## config.mk

```make
export PLATFORM = sky130hd
export DESIGN_NAME = pic_ctl
export DESIGN_NICKNAME = d
export VERILOG_FILES = /design/src/hdl/pic_ctl_pkg.sv /design/src/hdl/pic_ctl.sv
export VERILOG_INCLUDE_DIRS = /design/src /design/src/hdl
export SDC_FILE = /design/constraint.sdc
export NUM_CORES = 1
export LEC_CHECK = 0
export ABC_AREA = 1
export BUFFER_PORTS_ARGS = -buffer_cell sky130_fd_sc_hd__buf_4
export CORE_UTILIZATION = 35
export CTS_CLUSTER_DIAMETER = 60
export DETAILED_ROUTE_END_ITERATION = 8
export SLEW_MARGIN = 20
export SYNTH_ARGS = -nofsm -noshare
export SYNTH_HDL_FRONTEND = slang
export SYNTH_SLANG_ARGS = --single-unit
```

## constraint.sdc

```tcl
create_clock -name aclk -period 1.53 [get_ports aclk]
set_input_delay 0.306 -clock aclk [delete_from_list [all_inputs] [get_ports aclk]]
set_output_delay 0.306 -clock aclk [all_outputs]
set_load 0.05 [all_outputs]
```

## src/hdl/pic_ctl_regs.svh

```systemverilog
// register offsets, field positions, reset values and vector constants of the interrupt controller
`ifndef PIC_CTL_REGS_SVH
`define PIC_CTL_REGS_SVH
`define PIC_OFS_CORE_CTL 8'h00
`define PIC_OFS_G2_FLAGS 8'h04
`define PIC_OFS_G2_ENABLE 8'h08
`define PIC_OFS_G2_PRIO 8'h0c
`define PIC_OFS_RESET_CTL 8'h10
`define PIC_OFS_EVT_STATUS 8'h14
`define PIC_OFS_EVT_MASK 8'h18
`define PIC_OFS_VECTOR 8'h1c
`define PIC_BIT_GHIGH 7
`define PIC_BIT_GLOW 6
`define PIC_BIT_TIMER_EN 5
`define PIC_BIT_LINE0_EN 4
`define PIC_BIT_CHANGE_EN 3
`define PIC_BIT_TIMER_FLAG 2
`define PIC_BIT_LINE0_FLAG 1
`define PIC_BIT_CHANGE_FLAG 0
`define PIC_BIT_PRIO_EN 7
`define PIC_RST_CORE_CTL 8'h00
`define PIC_RST_G2 8'h00
`define PIC_RST_G2_PRIO 8'hff
`define PIC_VEC_HIGH 16'h0008
`define PIC_VEC_LOW 16'h0018
`endif

```

## src/hdl/pic_ctl_pkg.sv

```systemverilog
// types shared by the interrupt controller
package pic_ctl_pkg;
   typedef enum logic [1:0] {
      PIC_IDLE,
      PIC_IN_LOW,
      PIC_IN_HIGH,
      PIC_IN_LOW_HIGH
   } pic_level_type;
   typedef struct packed {
      logic valid;
      logic [15:0] address;
      logic high;
   } pic_vector_type;
endpackage

```

## src/hdl/pic_ctl.sv

```systemverilog
// two-level prioritized interrupt controller with an AXI4-Lite register slave
//
// The implementer's own choices: the register addresses and register access over AXI4-Lite.
`include "pic_ctl_regs.svh"
module pic_ctl
   import pic_ctl_pkg::*;
#(
   parameter int ADDR_W = 8
) (
   input wire logic aclk, // core clock
   input wire logic aresetn, // synchronous reset, active low
   input wire logic clk_en, // freezes all state while low
   input wire logic [ADDR_W-1:0] s_axi_awaddr, // write address
   input wire logic s_axi_awvalid, // write address valid
   output logic s_axi_awready, // write address ready
   input wire logic [31:0] s_axi_wdata, // write data
   input wire logic [3:0] s_axi_wstrb, // write strobes
   input wire logic s_axi_wvalid, // write data valid
   output logic s_axi_wready, // write data ready
   output logic [1:0] s_axi_bresp, // write response
   output logic s_axi_bvalid, // write response valid
   input wire logic s_axi_bready, // write response ready
   input wire logic [ADDR_W-1:0] s_axi_araddr, // read address
   input wire logic s_axi_arvalid, // read address valid
   output logic s_axi_arready, // read address ready
   output logic [31:0] s_axi_rdata, // read data
   output logic [1:0] s_axi_rresp, // read response
   output logic s_axi_rvalid, // read data valid
   input wire logic s_axi_rready, // read data ready
   input wire logic [2:0] core_event, // events: timer, line zero, change
   input wire logic [7:0] group2_event, // peripheral events, group 2
   input wire logic vector_taken, // core took the offered vector
   input wire logic [15:0] return_address, // pc saved at the accept
   input wire logic return_from_handler, // core executes the return
   output logic vector_valid, // vector request to core
   output logic [15:0] vector_address, // vector target
   output logic vector_high, // request is high priority
   output logic irq // unmasked event status
);
   // core byte: enables 5..3, flags 2..0; group2 bytes are peripherals
   logic [7:0] core_interrupt_control;
   logic [7:0] group2_source_flags;
   logic [7:0] group2_source_enable;
   logic [7:0] group2_source_priority;
   logic priority_scheme_enable;
   logic [1:0] evt_status;
   logic [1:0] evt_mask;
   logic [15:0] saved_return;
   pic_level_type level;
   pic_vector_type offer;
   logic aw_held, w_held;
   logic [ADDR_W-1:0] aw_addr;
   logic [31:0] w_data;
   logic [3:0] w_strb;

   function automatic logic [7:0] merge(input logic [7:0] old, input logic [7:0] d,
                                        input logic en);
      merge = en ? d : old;
   endfunction

   wire global_or_high_level_enable = core_interrupt_control[`PIC_BIT_GHIGH];
   wire peripheral_or_low_level_enable = core_interrupt_control[`PIC_BIT_GLOW];

   // per-source pending: flag and its own enable
   wire [2:0] core_pend = core_interrupt_control[2:0] & core_interrupt_control[5:3];
   wire [7:0] g2_pend = group2_source_flags & group2_source_enable;
   // selectors only count with the scheme on; line zero has none
   wire [7:0] g2_prio = priority_scheme_enable ? group2_source_priority : 8'hff;
   wire [7:0] g2_high = g2_pend & g2_prio;
   wire [7:0] g2_low = g2_pend & ~g2_prio;
   // core sources, line zero included, are all treated as high priority
   wire core_any = |core_pend;

   // compat: global gates all, peripheral enable gates peripherals
   wire compat_req = global_or_high_level_enable &
                     (core_any | (peripheral_or_low_level_enable & (|g2_pend)));
   wire high_req = global_or_high_level_enable & (core_any | (|g2_high));
   wire low_req = global_or_high_level_enable & peripheral_or_low_level_enable &
                  (|g2_low);
   wire in_high = (level == PIC_IN_HIGH) || (level == PIC_IN_LOW_HIGH);
   // high may enter while low runs; low waits out any high handler
   wire take_high = priority_scheme_enable ? (high_req && !in_high)
                                           : (compat_req && level == PIC_IDLE);
   wire take_low = priority_scheme_enable && low_req && level == PIC_IDLE;
   wire accept = !offer.valid && (take_high || take_low);

   // bus decode
   wire do_write = aw_held && w_held && !s_axi_bvalid;
   wire do_read = s_axi_arvalid && s_axi_arready;
   wire wr_core = do_write && aw_addr == `PIC_OFS_CORE_CTL && w_strb[0];
   wire wr_flags = do_write && aw_addr == `PIC_OFS_G2_FLAGS && w_strb[0];
   wire wr_en = do_write && aw_addr == `PIC_OFS_G2_ENABLE && w_strb[0];
   wire wr_prio = do_write && aw_addr == `PIC_OFS_G2_PRIO && w_strb[0];
   wire wr_rst = do_write && aw_addr == `PIC_OFS_RESET_CTL && w_strb[0];
   wire wr_stat = do_write && aw_addr == `PIC_OFS_EVT_STATUS && w_strb[0];
   wire wr_mask = do_write && aw_addr == `PIC_OFS_EVT_MASK && w_strb[0];
   wire wr_hit = aw_addr == `PIC_OFS_CORE_CTL || aw_addr == `PIC_OFS_G2_FLAGS ||
                 aw_addr == `PIC_OFS_G2_ENABLE || aw_addr == `PIC_OFS_G2_PRIO ||
                 aw_addr == `PIC_OFS_RESET_CTL || aw_addr == `PIC_OFS_EVT_STATUS ||
                 aw_addr == `PIC_OFS_EVT_MASK;
   logic [7:0] rd_byte;
   logic rd_hit;
   always_comb begin
      rd_hit = 1'b1;
      case (s_axi_araddr)
         `PIC_OFS_CORE_CTL: rd_byte = core_interrupt_control;
         `PIC_OFS_G2_FLAGS: rd_byte = group2_source_flags;
         `PIC_OFS_G2_ENABLE: rd_byte = group2_source_enable;
         `PIC_OFS_G2_PRIO: rd_byte = group2_source_priority;
         `PIC_OFS_RESET_CTL: rd_byte = {priority_scheme_enable, 7'h00};
         `PIC_OFS_EVT_STATUS: rd_byte = {6'h00, evt_status};
         `PIC_OFS_EVT_MASK: rd_byte = {6'h00, evt_mask};
         `PIC_OFS_VECTOR: rd_byte = {1'b0, level == PIC_IN_LOW_HIGH, in_high,
                                     level != PIC_IDLE, 4'h0};
         default: begin
            rd_byte = 8'h00;
            rd_hit = 1'b0;
         end
      endcase
   end

   // enable bits: software write, cleared on accept, restored on return
   wire ret_low = return_from_handler && level == PIC_IN_LOW;
   wire ret_high = return_from_handler && in_high;
   logic next_ghigh, next_glow;
   always_comb begin
      next_ghigh = wr_core ? w_data[`PIC_BIT_GHIGH] : global_or_high_level_enable;
      next_glow = wr_core ? w_data[`PIC_BIT_GLOW] : peripheral_or_low_level_enable;
      if (accept && (take_high || !priority_scheme_enable))
         next_ghigh = 1'b0;
      else if (accept)
         next_glow = 1'b0;
      // the high return restores the high enable only; low stays as left
      if (ret_high || (return_from_handler && !priority_scheme_enable))
         next_ghigh = 1'b1;
      else if (ret_low)
         next_glow = 1'b1;
   end
   // flags: event set wins over a software clear
   // a function result cannot be part-selected, so name the merged byte
   wire [7:0] core_written = merge(core_interrupt_control, w_data[7:0], wr_core);
   wire [2:0] next_core_flags = core_written[2:0] | core_event;
   wire [7:0] next_g2_flags = merge(group2_source_flags, w_data[7:0], wr_flags) |
                              group2_event;

   logic [1:0] next_level;
   always_comb begin
      case (level)
         PIC_IDLE: next_level = accept ? (take_high ? 2'(PIC_IN_HIGH) : 2'(PIC_IN_LOW))
                                       : 2'(PIC_IDLE);
         PIC_IN_LOW: next_level = accept ? 2'(PIC_IN_LOW_HIGH)
                                 : (ret_low ? 2'(PIC_IDLE) : 2'(PIC_IN_LOW));
         PIC_IN_HIGH: next_level = return_from_handler ? 2'(PIC_IDLE) : 2'(PIC_IN_HIGH);
         PIC_IN_LOW_HIGH: next_level = return_from_handler ? 2'(PIC_IN_LOW)
                                                           : 2'(PIC_IN_LOW_HIGH);
         default: next_level = 2'(PIC_IDLE);
      endcase
   end

   always_ff @(posedge aclk) begin
      if (!aresetn) begin
         core_interrupt_control <= `PIC_RST_CORE_CTL;
         group2_source_flags <= `PIC_RST_G2;
         group2_source_enable <= `PIC_RST_G2;
         group2_source_priority <= `PIC_RST_G2_PRIO;
         priority_scheme_enable <= 1'b0;
         level <= PIC_IDLE;
      end else if (clk_en) begin
         core_interrupt_control <= {next_ghigh, next_glow,
                                    core_written[5:3],
                                    next_core_flags};
         group2_source_flags <= next_g2_flags;
         group2_source_enable <= merge(group2_source_enable, w_data[7:0], wr_en);
         group2_source_priority <= merge(group2_source_priority, w_data[7:0], wr_prio);
         if (wr_rst)
            priority_scheme_enable <= w_data[`PIC_BIT_PRIO_EN];
         level <= pic_level_type'(next_level);
      end
   end

   // vector offer to the core, held until taken
   always_ff @(posedge aclk) begin
      if (!aresetn) begin
         offer <= '0;
         saved_return <= 16'h0000;
      end else if (clk_en) begin
         if (accept) begin
            offer.valid <= 1'b1;
            offer.high <= take_high;
            offer.address <= take_high ? `PIC_VEC_HIGH : `PIC_VEC_LOW;
            saved_return <= return_address;
         end else if (vector_taken) begin
            offer.valid <= 1'b0;
         end
      end
   end
   assign vector_valid = offer.valid;
   assign vector_address = offer.address;
   assign vector_high = offer.high;

   // status: bit 0 high accept, bit 1 low accept; set wins over clear
   always_ff @(posedge aclk) begin
      if (!aresetn) begin
         evt_status <= 2'b00;
         evt_mask <= 2'b00;
         irq <= 1'b0;
      end else if (clk_en) begin
         evt_status <= (evt_status & ~(wr_stat ? w_data[1:0] : 2'b00)) |
                       {accept && !take_high, accept && take_high};
         if (wr_mask)
            evt_mask <= w_data[1:0];
         irq <= |(evt_status & evt_mask);
      end
   end

   // axi4-lite slave: address and data accepted in either order
   always_ff @(posedge aclk) begin
      if (!aresetn) begin
         aw_held <= 1'b0;
         w_held <= 1'b0;
         aw_addr <= '0;
         w_data <= 32'h00000000;
         w_strb <= 4'h0;
         s_axi_awready <= 1'b0;
         s_axi_wready <= 1'b0;
         s_axi_bvalid <= 1'b0;
         s_axi_bresp <= 2'b00;
         s_axi_arready <= 1'b0;
         s_axi_rvalid <= 1'b0;
         s_axi_rresp <= 2'b00;
         s_axi_rdata <= 32'h00000000;
      end else if (clk_en) begin
         s_axi_awready <= !aw_held && !s_axi_awready && s_axi_awvalid;
         s_axi_wready <= !w_held && !s_axi_wready && s_axi_wvalid;
         if (s_axi_awvalid && s_axi_awready) begin
            aw_held <= 1'b1;
            aw_addr <= s_axi_awaddr;
         end
         if (s_axi_wvalid && s_axi_wready) begin
            w_held <= 1'b1;
            w_data <= s_axi_wdata;
            w_strb <= s_axi_wstrb;
         end
         if (do_write) begin
            s_axi_bvalid <= 1'b1;
            s_axi_bresp <= wr_hit ? 2'b00 : 2'b10;
         end else if (s_axi_bvalid && s_axi_bready) begin
            s_axi_bvalid <= 1'b0;
            aw_held <= 1'b0;
            w_held <= 1'b0;
         end
         s_axi_arready <= !s_axi_arready && !s_axi_rvalid && s_axi_arvalid;
         if (do_read) begin
            s_axi_rvalid <= 1'b1;
            s_axi_rdata <= {24'h000000, rd_byte};
            s_axi_rresp <= rd_hit ? 2'b00 : 2'b10;
         end else if (s_axi_rvalid && s_axi_rready) begin
            s_axi_rvalid <= 1'b0;
         end
      end
   end
endmodule

```

==> results_dict.tcl <==
set metrics [dict create \
    status "finished with violations" \
    violations "setup timing" \
    cap_violations 0 \
    final_hold_viol_count 0 \
    drive_gt1_share_pct 26.8 \
    portBuffers 65 \
    power_mw 4.91 \
    antenna_found_initial 0 \
    worst_hold_slack_ns 0.228 \
    drc_errors 0 \
    syn-instance-count 596 \
    min_period_ns 1.56 \
    slowest_delay_ns 0.34 \
    place.gp.congestion 0.817 \
    synth_area_per_cell_um2 6.89 \
    cts_buffers 9 \
    pwr-share-seq_pct 43.3 \
    stdcell_count 841 \
    fillers 1171 \
    yosysTopAreaCell "dfxtp_1" \
    clkLatencyLatePin_ns 0.34 \
    critPathArrivalTime_ns 1.79 \
    drt_pass1_iterations 6 \
    switching_share_pct 27.8 \
    io_pins 149 \
    critPathMaxFanout 8 \
    start_util_pct 36.0 \
    clkTransAtPathRegs_ns 0.06 \
    grt_pass1_vias 3705 \
    p_comb_share_pct 13.4 \
    critPathBufInv 2 \
    syn_to_final_growth_pct 31.6 \
    cts_max_level 3 \
    p_clk_share_pct 43.4 \
    nets 782 \
    grtUsageMet3_pct 2.59 \
    final_cell_mix "130 x nand2_1, 99 x buf_4, 70 x dfxtp_1" \
    power_switching_mw 1.36 \
    use_met1_pct 25.0 \
    synth_cell_types 33 \
    finalSetupTns_ns -0.0545 \
    synth.area.top_cells "dfxtp_1 38%, nand2_1 13%, buf_4 7.5%" \
    cts_buffer_depth 2 \
    timing.fmax_mhz 642 \
    start_kind "flip-flop" \
    viasPerCell 4.85 \
    cts_tree "done" \
    whs_endpoint "vector_valid" \
    cp_slowest_cell "dfxtp_2" \
    grt_max_degree 52 \
    grt_setup_unrepaired "yes" \
    wirelength_um 11300 \
    drt_iter0_markers 232 \
    hold-path-cell-count 4 \
    ys_warn_count 0 \
    reg2reg_from "aw_addr[6]" \
    vdd_drop_max_uv 448 \
    seq_area_frac_synth_pct 38.0 \
    wire_per_inst_um 13.4 \
    gr-total-overflow 0 \
    timing.final.crit_share_pct 102 \
    hp-class "input port to flip-flop" \
    final_common_cell "nand2_1" \
    p_int_mw 3.55 \
    cts.sinks 78 \
    die-area_mm2 0.0122 \
    place_hpwl_um 8200 \
    dr_total_vias 4083 \
    dpl.cell_count 818 \
    core-area_mm2 0.0114 \
    min_from "vector_taken" \
    cts_hold_buf 0 \
    fin_worst_skew_ns 0.00583 \
    dieWidth_um 110 \
    p_leak_nw 2.53 \
    slew_viol_final 0 \
    layout_setup_ws_ns -0.0270 \
    r2r_cells 9 \
    r2r-end "group2_source_flags[5]" \
    grt_pass1_wl_um 17800 \
    grt_usage_pct 19.4 \
    setup_viol 3 \
    root_buffer "clkbuf_16" \
    ys_ff_latch 78 \
    cp-end-kind "flip-flop" \
    synth_top_area_share_pct 38.0 \
    netlist_area_mm2 0.00411 \
    reg2reg_slack_ns -0.03 \
    critPathKind "flip-flop to flip-flop" \
    antenna_left 0 \
    die_h_um 110 \
    num_rows 39 \
    crit_chain "nor2_4 > nand3_4 > nor3_4 > nand4_4 > buf_12 > a22oi_2 > o21ai_1 > nand2_1 > inv_1" \
    cpLargestDelayFamily "simple AND/OR/NAND/NOR gates" \
    top_usage_layer "met2" \
    worstPathRequired_ns 1.77 \
    grt_use_met2_pct 32.0 \
    diodes 0 \
    power_density_mw_per_mm2 908 \
]
cells in the mapped netlist (all sizes together):
library cell and instances:
a211oi 1, a21oi 59, a22oi 7, a31oi 3, and2 1, buf 50, clkbuf 11, clkinv 2
conb 1, dfxtp 78, inv 76, nand2 142, nand3 29, nand4 14, nor2 32, nor3 14
o2111ai 1, o211ai 9, o21ai 64, o22ai 1, o31ai 1
power by group through the flow:
stage	Sequential [mW]	Clock (mW)	Combinational (mW)
detailed placement	2.17	0	0.616
floorplan	2.18	0	0.485
global route	2.13	2.26	0.715
global placement	2.16	0	0.608
CTS	2.12	2.16	0.634
finish	2.12	2.13	0.657
worst reg2reg max path, cell delays in order (launching register included):
cell	delay, ns
dfxtp_2	0.34
nor2_4	0.13
nand3_4	0.08
nor3_4	0.23
nand4_4	0.16
buf_12	0.18
a22oi_2	0.15
o21ai_1	0.09
nand2_1	0.06
inv_1	0.04
timing repair:
item                                    CTS  global route
pin swaps                                 6            17
endpoints found under the setup margin   11            42
cloned                                    1             2
resized for setup                        22            48
setup buffers                             1             4
worst max path at each step:
| stage | from | end | cells after the start |
|---|---|---|---|
| after floorplan | s_axi_bvalid | group2_source_flags[7] | 9 |
| after global routing | aw_addr[6] | group2_source_flags[5] | 9 |
| after detailed placement | s_axi_araddr[1] | s_axi_rdata[6] | 12 |
| final | aw_addr[6] | group2_source_flags[5] | 9 |
| after CTS | aw_addr[7] | group2_source_flags[4] | 9 |
| after global placement | s_axi_araddr[0] | s_axi_rdata[0] | 12 |
sequential cells by signal (all words and copies together) (netlist names), 2 cells and up:
| register | flops |
|---|---|
| core_interrupt_control | 8 |
| s_axi_rdata | 8 |
| aw_addr | 8 |
| group2_source_flags | 8 |
| w_data | 8 |
| group2_source_priority | 8 |
| level | 2 |
| group2_source_enable | 8 |
| evt_status | 2 |
| vector_address | 2 |
| evt_mask | 2 |
per-layer routing:
metal  vias up  share of wire [%]
met2       144                 48
met5         -                  0
met3        18                5.5
met1      1856                 45
li1       2065                  -
met4         0                2.0
logic make-up (layout without fill, tap and decap cells):
| family | Yosys count | after routing | synth area share [%] |
|---|---|---|---|
| AO/OA/AOI/OAI | 146 | 146 | 19.3 |
| AND/OR/NAND/NOR | 232 | 232 | 25.1 |
| other | 1 | 40 | 0.0913 |
| buffers and inverters | 139 | 202 | 17.5 |
| flip-flops | 78 | 78 | 38.0 |
cell type report:
cell class / count / area, um2 / share of cell area, %
clock buffer: 11 / 233 / 4.30
clock inverter: 5 / 60.1 / 1.11
inverter: 78 / 293 / 5.41
multi-input combinational: 418 / 2160 / 40.0
sequential: 78 / 1570 / 29.1
tap: 143 / 179 / 3.31
timing repair buffer: 108 / 907 / 16.8
metrics by stage:
step                      worst slack (ns)  instance area (um2)  utilization [%]
after floorplan                     0.0119                 4260                -
after global placement              -0.121                 4800             42.1
after detailed placement            -0.111                 4800             42.1
after CTS                          -0.0255                 5210             45.6
after global routing                -0.136                 5410             47.4
final                              -0.0270                 5410             47.4
(Power assumes the default switching activity.)
